### src/common/dio_pkg.sv
package dio_pkg;

  localparam int PORT_LINES = 8;
  localparam int NUM_PORTS  = 14;
  localparam int NUM_LINES  = PORT_LINES * NUM_PORTS;
  localparam int TMO_W      = 32;

  // global port index of each connector's port 0
  localparam int CONN0_BASE = 0;
  localparam int CONN1_BASE = 2;
  localparam int CONN2_BASE = 7;
  localparam int TRIG_PORT  = 12;
  localparam int STAR_LINE  = 104;
  localparam int REF_LINE   = 105;

  localparam logic [7:0] OUT_BASE  = 8'h00;
  localparam logic [7:0] OE_BASE   = 8'h40;
  localparam logic [7:0] IN_BASE   = 8'h80;
  localparam logic [7:0] LINE_ACC  = 8'hc0;
  localparam logic [7:0] WAIT_CTRL = 8'hd0;
  localparam logic [7:0] WAIT_TMO  = 8'hd4;
  localparam logic [7:0] WAIT_RES  = 8'hd8;
  localparam logic [7:0] IRQ_STAT  = 8'he0;
  localparam logic [7:0] IRQ_MASK  = 8'he4;

  localparam logic [7:0]  OUT_RST  = 8'h00;
  localparam logic [7:0]  OE_RST   = 8'h00;
  localparam logic [31:0] TMO_RST  = 32'h0;
  localparam logic [31:0] TMO_LAST = 32'h1;

  // line access and wait control register fields
  localparam int LA_VAL   = 8;
  localparam int LA_OE    = 9;
  localparam int LA_SETV  = 12;
  localparam int LA_SETOE = 13;
  localparam int WC_MODE  = 8;

  localparam int IRQ_HIT = 0;
  localparam int IRQ_TMO = 1;

  typedef enum logic [2:0] {
    MODE_RISE = 3'h0,
    MODE_FALL = 3'h1,
    MODE_ANY  = 3'h2,
    MODE_HIGH = 3'h3,
    MODE_LOW  = 3'h4
  } wait_mode_type;

  typedef enum logic [1:0] {
    ST_IDLE = 2'b01,
    ST_WAIT = 2'b10
  } wait_state_type;

  typedef struct packed {
    wait_mode_type     mode;
    logic [TMO_W-1:0]  tmo;
  } wait_req_type;

  typedef struct packed {
    logic done;
    logic hit;
    logic timed_out;
  } wait_res_type;

endpackage

### src/hdl/wait_engine.sv
`timescale 1ns/1ps
module wait_engine
  import dio_pkg::*;
(
  input  wire logic         mclk,
  input  wire logic         rstn,
  input  wire logic         start,
  input  wire wait_req_type req,
  input  wire logic         cur,
  input  wire logic         prev,
  output logic              busy,
  output wait_res_type      res
);

  wait_state_type   state;
  wait_mode_type    mode;
  logic             no_limit;
  logic [TMO_W-1:0] left;
  logic             cond;
  logic             expire;

  function automatic logic met(wait_mode_type m, logic c, logic p);
    case (m)
      MODE_RISE: met = c & ~p;
      MODE_FALL: met = ~c & p;
      MODE_ANY:  met = c ^ p;
      MODE_HIGH: met = c;
      MODE_LOW:  met = ~c;
      default:   met = 1'b0;
    endcase
  endfunction

  assign cond   = met(mode, cur, prev);
  assign busy   = (state == ST_WAIT);
  assign expire = !no_limit && (left == TMO_LAST);

  always_ff @(posedge mclk or negedge rstn) begin
    if (!rstn) begin
      state    <= ST_IDLE;
      mode     <= MODE_RISE;
      no_limit <= 1'b0;
      left     <= TMO_RST;
    end else begin
      case (state)
        ST_IDLE: begin
          if (start) begin
            mode     <= req.mode;
            no_limit <= req.tmo[TMO_W-1];
            left     <= req.tmo;
            if (req.tmo != TMO_RST) begin
              state <= ST_WAIT;
            end
          end
        end
        ST_WAIT: begin
          if (cond || expire) begin
            state <= ST_IDLE;
          end else begin
            left <= left - TMO_LAST;
          end
        end
        default: state <= ST_IDLE;
      endcase
    end
  end

  // condition wins over expiry in the same cycle
  always_ff @(posedge mclk or negedge rstn) begin
    if (!rstn) begin
      res <= '0;
    end else begin
      res.done <= 1'b0;
      if (!busy && start && req.tmo == TMO_RST) begin
        res <= '{done: 1'b1, hit: 1'b0, timed_out: 1'b1};
      end else if (busy && cond) begin
        res <= '{done: 1'b1, hit: 1'b1, timed_out: 1'b0};
      end else if (busy && expire) begin
        res <= '{done: 1'b1, hit: 1'b0, timed_out: 1'b1};
      end
    end
  end

  a_zero_tmo: assert property (@(posedge mclk) disable iff (!rstn)
    !busy && start && req.tmo == TMO_RST |=> res.done && res.timed_out && !busy)
    else $error("zero timeout did not end at once");
  a_neg_hold: assert property (@(posedge mclk) disable iff (!rstn)
    busy && no_limit && !cond |=> busy && !res.done)
    else $error("negative timeout released without condition");
  a_pos_expire: assert property (@(posedge mclk) disable iff (!rstn)
    !busy && start && req.tmo == 32'h3 ##1 !cond [*3] |=> res.timed_out)
    else $error("positive timeout miscounted");
  a_rise_wait: assert property (@(posedge mclk) disable iff (!rstn)
    busy && mode == MODE_RISE && cur && !prev |=> res.done && res.hit)
    else $error("rising edge missed");
  a_fall_wait: assert property (@(posedge mclk) disable iff (!rstn)
    busy && mode == MODE_FALL && !cur && prev |=> res.done && res.hit)
    else $error("falling edge missed");
  a_any_wait: assert property (@(posedge mclk) disable iff (!rstn)
    busy && mode == MODE_ANY && cur == prev && !expire |=> busy)
    else $error("any edge wait released early");
  a_high_wait: assert property (@(posedge mclk) disable iff (!rstn)
    busy && mode == MODE_HIGH && cur |=> !busy && res.hit)
    else $error("high level not released");
  a_low_wait: assert property (@(posedge mclk) disable iff (!rstn)
    busy && mode == MODE_LOW && cur && !expire |=> busy)
    else $error("low level wait released while high");

  c_hit: cover property (@(posedge mclk) res.done && res.hit);
  c_tmo: cover property (@(posedge mclk) busy ##1 res.done && res.timed_out);
  c_zero: cover property (@(posedge mclk) !busy && start && req.tmo == 32'h0);

endmodule

### src/hdl/dio_block.sv
// Implementation choices: the AHB-Lite interface to the registers and the register offsets.
`timescale 1ns/1ps
module dio_block
  import dio_pkg::*;
#(
  parameter int NPORT = NUM_PORTS
)
(
  input  wire logic                  mclk,
  input  wire logic                  rstn,
  input  wire logic                  hsel,
  input  wire logic [31:0]           haddr,
  input  wire logic [1:0]            htrans,
  input  wire logic                  hwrite,
  input  wire logic [2:0]            hsize,
  input  wire logic [31:0]           hwdata,
  input  wire logic                  hready,
  output logic                       hreadyout,
  output logic                       hresp,
  output logic [31:0]                hrdata,
  input  wire logic [8*NPORT-1:0]    io_line_in,
  output logic [8*NPORT-1:0]         io_line_out,
  output logic [8*NPORT-1:0]         io_line_oe_n,
  input  wire logic                  ref_clk_in,
  input  wire logic                  timing_slot,
  output logic                       irq
);

  localparam int NL = 8 * NPORT;

  logic [NL-1:0]    out_val;
  logic [NL-1:0]    out_en;
  logic [NL-1:0]    in_now;
  logic [NL-1:0]    in_old;
  logic [NL-1:0]    pin_sample;
  logic [6:0]       line_sel;
  logic [6:0]       wait_line;
  logic [TMO_W-1:0] wait_tmo;
  logic [1:0]       irq_stat;
  logic [1:0]       irq_mask;

  logic             accept;
  logic             wr_pend;
  logic [7:0]       wr_addr;
  logic             stat_wait;
  logic             busy;
  logic             start;
  wait_req_type     req;
  wait_res_type     res;

  // the reference clock joins the line model on a spare read-only slot
  always_comb begin
    pin_sample           = io_line_in;
    pin_sample[REF_LINE] = ref_clk_in;
    for (int i = REF_LINE + 1; i < NL; i++) begin
      pin_sample[i] = 1'b0;
    end
  end

  always_ff @(posedge mclk or negedge rstn) begin
    if (!rstn) begin
      in_now <= '0;
      in_old <= '0;
    end else begin
      in_now <= pin_sample;
      in_old <= in_now;
    end
  end

  // ------------------------------------------------------------------
  // bus slave
  // ------------------------------------------------------------------
  assign accept = hsel && htrans[1] && hready;
  assign hresp  = 1'b0;

  // the status read holds the caller while a wait runs
  assign hreadyout = !stat_wait;

  function automatic logic [31:0] read_word(logic [31:0] a);
    logic [3:0]  idx;
    logic [31:0] w;
    idx = a[5:2];
    w   = 32'h0;
    if (a[31:8] != 24'h0) begin
      w = 32'h0;
    end else if (a[7:6] == OUT_BASE[7:6] && idx < NPORT) begin
      w[7:0] = out_val[{idx, 3'b000} +: 8];
    end else if (a[7:6] == OE_BASE[7:6] && idx < NPORT) begin
      w[7:0] = out_en[{idx, 3'b000} +: 8];
    end else if (a[7:6] == IN_BASE[7:6] && idx < NPORT) begin
      w[7:0] = in_now[{idx, 3'b000} +: 8];
    end else if (a[7:0] == LINE_ACC) begin
      w[0]     = in_now[line_sel];
      w[LA_VAL] = out_val[line_sel];
      w[LA_OE]  = out_en[line_sel];
      w[22:16]  = line_sel;
    end else if (a[7:0] == WAIT_TMO) begin
      w = wait_tmo;
    end else if (a[7:0] == WAIT_RES) begin
      w[2:0] = {res.timed_out, res.hit, busy};
    end else if (a[7:0] == IRQ_STAT) begin
      w[1:0] = irq_stat;
    end else if (a[7:0] == IRQ_MASK) begin
      w[1:0] = irq_mask;
    end
    return w;
  endfunction

  always_ff @(posedge mclk or negedge rstn) begin
    if (!rstn) begin
      wr_pend <= 1'b0;
      wr_addr <= 8'h00;
    end else begin
      wr_pend <= accept && hwrite && (haddr[31:8] == 24'h0);
      wr_addr <= haddr[7:0];
    end
  end

  // read data is re-sampled every stalled cycle so it leaves fresh
  always_ff @(posedge mclk or negedge rstn) begin
    if (!rstn) begin
      hrdata    <= 32'h0;
      stat_wait <= 1'b0;
    end else if (stat_wait) begin
      hrdata <= read_word({24'h0, WAIT_RES});
      if (!busy) begin
        stat_wait <= 1'b0;
      end
    end else if (accept && !hwrite) begin
      hrdata    <= read_word(haddr);
      stat_wait <= (haddr == {24'h0, WAIT_RES});
    end
  end

  // ------------------------------------------------------------------
  // output value and enable storage
  // ------------------------------------------------------------------
  // byte access per port
  always_ff @(posedge mclk or negedge rstn) begin
    if (!rstn) begin
      out_val  <= {NPORT{OUT_RST}};
      out_en   <= {NPORT{OE_RST}};
      line_sel <= 7'h00;
    end else if (wr_pend) begin
      if (wr_addr[7:6] == OUT_BASE[7:6] && wr_addr[5:2] < NPORT) begin
        out_val[{wr_addr[5:2], 3'b000} +: 8] <= hwdata[7:0];
      end else if (wr_addr[7:6] == OE_BASE[7:6]
                   && wr_addr[5:2] < NPORT) begin
        out_en[{wr_addr[5:2], 3'b000} +: 8] <= hwdata[7:0];
      end else if (wr_addr == LINE_ACC) begin
        // line path; software keeps it apart from the port path
        line_sel <= hwdata[6:0];
        if (hwdata[LA_SETV]) begin
          out_val[hwdata[6:0]] <= hwdata[LA_VAL];
        end
        if (hwdata[LA_SETOE]) begin
          out_en[hwdata[6:0]] <= hwdata[LA_OE];
        end
      end
    end
  end

  assign io_line_out = out_val;

  // port k drives lines 8k..8k+7, lowest line in bit 0
  for (genvar k = 0; k < NPORT; k++) begin : g_port
    for (genvar b = 0; b < 8; b++) begin : g_bit
      // one process per pin keeps every driven bit a constant select
      always_ff @(posedge mclk or negedge rstn) begin
        if (!rstn) begin
          io_line_oe_n[8*k + b] <= 1'b1;
        end else if (8*k + b > STAR_LINE) begin
          // reference slot and spares never driven
          io_line_oe_n[8*k + b] <= 1'b1;
        end else if (8*k + b == STAR_LINE) begin
          io_line_oe_n[8*k + b] <= !out_en[8*k + b] || timing_slot;
        end else begin
          io_line_oe_n[8*k + b] <= !out_en[8*k + b];
        end
      end
    end
  end

  // ------------------------------------------------------------------
  // wait operations
  // ------------------------------------------------------------------
  assign start    = wr_pend && (wr_addr == WAIT_CTRL) && !busy;
  assign req      = '{mode: wait_mode_type'(hwdata[WC_MODE +: 3]),
                      tmo:  wait_tmo};

  // a new wait while one runs is dropped; the line stays as before
  always_ff @(posedge mclk or negedge rstn) begin
    if (!rstn) begin
      wait_line <= 7'h00;
      wait_tmo  <= TMO_RST;
    end else begin
      if (start) begin
        wait_line <= hwdata[6:0];
      end
      if (wr_pend && wr_addr == WAIT_TMO) begin
        wait_tmo <= hwdata;
      end
    end
  end

  wait_engine u_wait (
    .mclk  (mclk),
    .rstn  (rstn),
    .start (start),
    .req   (req),
    .cur   (in_now[wait_line]),
    .prev  (in_old[wait_line]),
    .busy  (busy),
    .res   (res)
  );

  // ------------------------------------------------------------------
  // interrupts: sticky, write one to clear, a new event beats the clear
  // ------------------------------------------------------------------
  always_ff @(posedge mclk or negedge rstn) begin
    if (!rstn) begin
      irq_stat <= 2'h0;
      irq_mask <= 2'h0;
    end else begin
      if (wr_pend && wr_addr == IRQ_MASK) begin
        irq_mask <= hwdata[1:0];
      end
      for (int i = 0; i < 2; i++) begin
        if (wr_pend && wr_addr == IRQ_STAT && hwdata[i]) begin
          irq_stat[i] <= 1'b0;
        end
      end
      if (res.done && res.hit) begin
        irq_stat[IRQ_HIT] <= 1'b1;
      end
      if (res.done && res.timed_out) begin
        irq_stat[IRQ_TMO] <= 1'b1;
      end
    end
  end

  always_ff @(posedge mclk or negedge rstn) begin
    if (!rstn) begin
      irq <= 1'b0;
    end else begin
      irq <= |(irq_stat & irq_mask);
    end
  end

  // ------------------------------------------------------------------
  // checks
  // ------------------------------------------------------------------
  a_port_byte: assert property (@(posedge mclk) disable iff (!rstn)
    wr_pend && wr_addr == OUT_BASE + 8'h04
    |=> io_line_out[15:8] == $past(hwdata[7:0]))
    else $error("port write did not reach its eight lines");
  a_line_bit: assert property (@(posedge mclk) disable iff (!rstn)
    wr_pend && wr_addr == LINE_ACC && hwdata[LA_SETOE]
    && hwdata[6:0] == 7'h3c && !timing_slot
    |=> ##1 io_line_oe_n[60] == !$past(hwdata[LA_OE], 2))
    else $error("line enable did not reach its pin");
  a_ref_input: assert property (@(posedge mclk) disable iff (!rstn)
    io_line_oe_n[REF_LINE])
    else $error("reference clock slot driven");
  a_star_slot: assert property (@(posedge mclk) disable iff (!rstn)
    timing_slot |=> io_line_oe_n[STAR_LINE])
    else $error("star driven in timing slot");
  a_stall_busy: assert property (@(posedge mclk) disable iff (!rstn)
    stat_wait && busy |=> !hreadyout)
    else $error("caller released while wait busy");

  c_stall: cover property (@(posedge mclk) stat_wait ##1 hreadyout);
  c_irq: cover property (@(posedge mclk) irq);

endmodule

### config.mk
export PLATFORM = sky130hd
export DESIGN_NAME = dio_block
export DESIGN_NICKNAME = d
export VERILOG_FILES = /design/src/common/dio_pkg.sv /design/src/hdl/wait_engine.sv /design/src/hdl/dio_block.sv
export SDC_FILE = /design/constraint.sdc
export NUM_CORES = 2
export LEC_CHECK = 0
export BUFFER_PORTS_ARGS = -buffer_cell sky130_fd_sc_hd__buf_2
export CORE_AREA = 2 2 254 256
export CTS_BUF_LIST = sky130_fd_sc_hd__clkbuf_8
export DETAILED_ROUTE_END_ITERATION = 10
export DIE_AREA = 0 0 256 258
export PLACE_DENSITY = 0.83
export SETUP_SLACK_MARGIN = 0.2
export SYNTH_ARGS = -nofsm -noshare
export SYNTH_HDL_FRONTEND = slang
export SYNTH_HIERARCHICAL = 1
export SYNTH_SLANG_ARGS = --single-unit
export TNS_END_PERCENT = 5
### constraint.sdc
create_clock -name mclk -period 4 [get_ports mclk]
set_input_delay 0 -clock mclk [delete_from_list [all_inputs] [get_ports mclk]]
set_output_delay 0 -clock mclk [all_outputs]
set_load 0.01 [all_outputs]
## Word-level counts from Yosys, hierarchy flattened

Index checks and enable logic that the tools add are counted.

| storage, ports and cells | value |
|---|---|
| output and inout port bits | 259 |
| bits in registers | 675 |

| cells by class | value |
|---|---|
| equality and inequality tests | 26 |
| muxes and demuxes | 62 |
| reduce and logical (&&, ||, !) cells | 159 |
| shifts and indexed selects | 5 |
| $lt $le $gt $ge | 6 |
| bitwise operators | 8 |
| $add $sub $neg | 2 |

Operators by type and width:

| kind | count |
|---|---|
| $mux W112 | 7 |
| $bwmux W112 | 4 |
| $shiftx A112 B8 Y8 | 3 |
| $mux W32 | 5 |
| $shift A8 B9 Y112 const A | 1 |
| $shiftx A8 B9 Y112 | 1 |
| $logic_not A1 Y1 | 109 |
| $eq A8 B8 Y1 const B | 10 |
| $mux W24 | 3 |
| $pmux W32 S2 | 1 |
| $bmux W1 S7 | 5 |
| $eq A32 B1 Y1 const B | 1 |
| $eq A32 B8 Y1 const B | 1 |
| $logic_not A32 Y1 | 1 |
| $reduce_bool A32 Y1 | 1 |
| $sub A32 B1 Y32 const B | 1 |
| $mux W29 | 1 |
| $logic_and A1 B1 Y1 | 25 |
| $logic_not A24 Y1 | 1 |
| $lt A7 B8 Y1 const B | 3 |
| $mux W8 | 3 |
| $reduce_bool A24 Y1 | 1 |
| $reduce_bool A2 Y1 | 8 |
| $mux W1 | 15 |
| other kinds (30) | 57 |

## Longest topological paths before layout

| depth | value |
|---|---|
| depth after elaboration | 12 |
| gate-level depth with buffers | 20 |
| depth with buffers taken out | 15 |

## Hierarchy

Netlist, hierarchy kept.

Modules (own cells, without submodules):

| module | seq. area each (um^2) | area an instance (um^2) | cells each | instances |
|---|---|---|---|---|
| dio_block | 15996.6 | 31896.8 | 2825 | 1 |
| wait_engine | 1027.2 | 2565.0 | 302 | 1 |

## Worst setup path before layout

Ideal clock, no wire load.

| timing | value |
|---|---|
| kind | register -> register |
| start point | register wait_line[0] |
| end point | register u_wait.left[21] |
| cell stages (with the launch flop) | 17 |
| library setup time | 0.129 ns |
| arrival time | 3.892 ns |
| data required time | 3.871 ns |
| path buffers | 5 |
| clock period less this slack | 4.021 ns |
| path slack | -0.021 ns |
| path through | dfrtp_1 -> buf_4 -> buf_4 -> buf_4 -> mux4_2 -> mux4_2 -> a21oi_1 -> a21oi_1 -> ha_1 -> inv_1 -> mux4_2 -> a211o_1 -> o21a_1 -> buf_4 -> buf_4 -> o21ai_0 -> o21ai_0 |

| between the ends | value |
|---|---|
| longest elaborated chain between the ends | 8 |
| elaborated cells between the ends (all ways) | 13 |
| classes of those cells | eq/ne (1); mux (5); bitwise (5); reduce/logical (2) |

RTL lines:

| item | RTL line | text |
|---|---|---|
| from (decl) | dio_block.sv:37 | `logic [6:0] wait_line;` |
| from (signal assigned) | dio_block.sv:198 | `wait_line <= hwdata[6:0];` |
| $bmux W1 S7, on equally long branches | dio_block.sv:211, dio_block.sv:212 |  |
| $mux W1, on equally long branches | dio_block.sv:211, dio_block.sv:212 |  |
| $not A1 Y1, on equally long branches | wait_engine.sv:25, wait_engine.sv:28, wait_engine.sv:24 |  |
| $and A1 B1 Y1, on equally long branches | wait_engine.sv:25, wait_engine.sv:24 |  |
| $pmux W1 S5 (*) | wait_engine.sv:23 | `case (m)` |
| $logic_or A1 B1 Y1 (*) | wait_engine.sv:56 | `if (cond \|\| expire) begin` |
| $ne A2 B2 Y1 (no source line) (*) | n/a |  |
| $reduce_and A3 Y1 (no source line) (*) | n/a |  |
| to (signal assigned) | wait_engine.sv:49 | `left <= req.tmo;` |
| to (signal assigned) | wait_engine.sv:59 | `left <= left - TMO_LAST;` |
| to (decl) | wait_engine.sv:18 | `logic [TMO_W-1:0] left;` |

Every way passes the cells marked *; elsewhere a longest branch is shown, timed or not. The select of a mux whose other input is x is not followed.
A chain may end at the register's enable or synchronous reset.

## Final worst setup path

Ends and elaborated chain as after synthesis.

==> flow_metrics.tcl <==
set metrics [dict create \
    timing.hold.ws_ns 0.00761 \
    fin_crit_sh 1.11 \
    maxCapViolCount 0 \
    clock-sinks 675 \
    area_growth_pct 24.4 \
    syn_area_per_cell_um2 11.0 \
    clockBufferDepth 3 \
    synth_edf_count 0 \
    violations "setup timing" \
    cts_tree "built" \
    cts_buffers 112 \
    yosysSeqAreaShare 0.494 \
    yosysTopAreaCell "dfrtp_1" \
    grt_pass1_wl_mm 216 \
    hold_violations 0 \
    drive_gt1_frac 0.298 \
    grt.total_usage 0.442 \
    final_common_cell "dfrtp_1" \
    num_vias 33700 \
    regArea_um2 17000 \
    fin_setup_tns_ns -12.18 \
    dr.pass1.iters 9 \
    cp_max_fo 8 \
    layout_min_cycle_time_ns 4.43 \
    synth_top_area_frac 0.413 \
    row_count 93 \
    cts_root_buf "clkbuf_8" \
    fin_ws_ns -0.426 \
    drc 0 \
    run_status "finished, violations left" \
    antenna_found_initial 15 \
    nNetsFinal 3991 \
    cp.required_ns 4.64 \
    end_kind "flip-flop" \
    rrSetupSlack_ns -0.43 \
    async_reset_ff_frac 1.00 \
    multiInputGateArea_um2 15900 \
    critPathLaunchType "flip-flop" \
    die_area_um2 66000 \
    syn_inst 3127 \
    mostFrequentLayoutCells "565 x dfrtp_1, 473 x o21ai_0, 424 x buf_2" \
    power.leakage_nw 17.9 \
    finalPower_mw 15.4 \
    core_area_um2 63600 \
    synth.distinct_cells 80 \
    fin_skew_ns 0.0732 \
    grt.overflow.total 0 \
    die_x_um 256 \
    gp_congestion 1.00 \
    design_area_um2 42900 \
    routed_wl_mm 149 \
    dp_slack_ns -0.160 \
    io_buffers 427 \
    path_clk_slew_ns 0.08 \
    cp.arrival_ns 5.07 \
    netlist_area_um2 34500 \
    grt_max_degree 135 \
    worstSkewPairLatency_ns 0.81 \
    synth_ff_type "dfrtp_1" \
    report.final.slew_viol_count 0 \
    io_pins 447 \
    fillers 4465 \
    p_per_area_nw_per_um2 359 \
    vias_per_cell 7.08 \
    routedWlPerCell_um 31.3 \
    die_h_um 258 \
    yosys-top-cells-area "dfrtp_1 41%, mux4_2 14%, dfstp_2 8.1%" \
    drtIter0Drc 5850 \
    finalSetupViolations 32 \
    relSlewSlack 0.169 \
    fmax_mhz 226 \
    grt_pass1_vias 32900 \
    ir_drop_v 0.000325 \
    start_util 0.541 \
    place_area_um2 37500 \
    ys_ff_latch 675 \
    worst_pin_slew_ns 1.25 \
    final_antenna_net_count 0 \
    rsz0062_at_grt "true" \
    htree_levels 3 \
    criticalPathCategory "reg2reg" \
    hp-class "in2reg" \
    ys_warn_count 6 \
    dp_hpwl_mm 90.7 \
]
-- worst paths after layout --
check / depth (start not counted) / to / start
min in group asynchronous: 3 / io_line_oe_n[101]$_DFF_PN1_ / rstn
max in group asynchronous: 4 / io_line_out[75]$_DFFE_PN0P_ / rstn
hold reg to reg: 0 / in_old[21]$_DFF_PN0_ / in_now[21]$_DFF_PN0_
hold / removal: 3 / wait_tmo[20]$_DFFE_PN0P_ / hwdata[20]
setup reg to reg: 16 / u_wait/left[21]$_DFFE_PN0P_ / wait_line[0]$_DFFE_PN0P_
setup / recovery: 16 / u_wait/left[21]$_DFFE_PN0P_ / wait_line[0]$_DFFE_PN0P_
-- layer usage --
metal  part of all wire  global-route usage  up-vias
li1                   -                   -    13000
met1               0.31               0.517    16100
met2               0.42               0.640     3472
met3               0.17               0.201     1113
met4               0.10               0.331       16
met5             0.0010             0.00712        -
-- area by class of cell --
class | instances | area share
antenna | 10 | 0.000583
clock buffer | 144 | 0.0462
clock inverter | 65 | 0.0100
inverter | 127 | 0.0111
multi-input combinational | 2080 | 0.371
sequential | 675 | 0.397
tap | 855 | 0.0249
timing repair buffer | 800 | 0.139
-- where the power goes --
group | total, mW | internal, mW | leakage [nW] | switching [mW]
logic | 1.52 | 0.596 | 8.05 | 0.927
clock network | 6.69 | 3.47 | 1.39 | 3.22
registers | 7.18 | 6.97 | 8.42 | 0.213
-- state kept, by name (all words and copies together), names as in the netlist --
name,cells
in_now,106
u_wait/no_limit,1
hrdata,32
irq_mask,2
in_old,106
u_wait/mode,3
stat_wait,1
wait_line,7
line_sel,7
out_en,112
wait_tmo,32
u_wait/left,32
u_wait/res,3
io_line_oe_n,105
irq_stat,2
u_wait/state,2
wr_pend,1
irq,1
wr_addr,8
io_line_out,112
-- logic make-up after synthesis --
| kind of cell | synth area share |
|---|---|
| AOI/OAI and AO/OA | 0.188 |
| and+or+nand+nor | 0.0951 |
| DFF | 0.494 |
| buffers and inverters | 0.0493 |
| muxes | 0.171 |
| adders and majority gates | 0.00254 |
| other | 0.000218 |
| xor gates and xnor gates | 0.000508 |
-- synthesized netlist by cell type (47+ instances only) --
library cell and count:
clkbuf_1 135, nor2_1 354, nand2_1 206, buf_2 47, a21oi_1 67, mux4_2 216, mux2_2 51, inv_1 125
dfstp_2 106, o21ai_0 499, a22o_1 94, dfrtp_1 569, a22oi_1 185
-- per-stage QoR --
step / cells / utilization
after global placement: 4267 / 0.590
after CTS: 4739 / 0.669
final: 4756 / 0.674
after global routing: 4749 / 0.674
after floorplan: 3133 / -
after detailed placement: 4267 / 0.590
-- worst max-delay path: stages, from the launching register on --
cell	delay, ns
dfrtp_4	0.53
buf_12	0.15
buf_12	0.13
mux4_2	0.44
mux4_2	0.56
mux2i_4	0.22
mux2i_1	0.13
nor2_1	0.14
a21oi_1	0.11
ha_1	0.31
inv_1	0.03
mux4_2	0.47
a211o_1	0.35
o21a_4	0.32
buf_12	0.16
o21ai_1	0.12
o21ai_1	0.09
-- what timing repair did --
action,4_1_cts,5_1_grt
hold buffers,261,0
endpoints found under the hold margin,717,0
gates resized for setup,10,52
buffers inserted,2,3
pin swaps,1,22
gates cloned,0,4
endpoints found under the setup margin,32,37
Power figures use the tool's default switching activity.
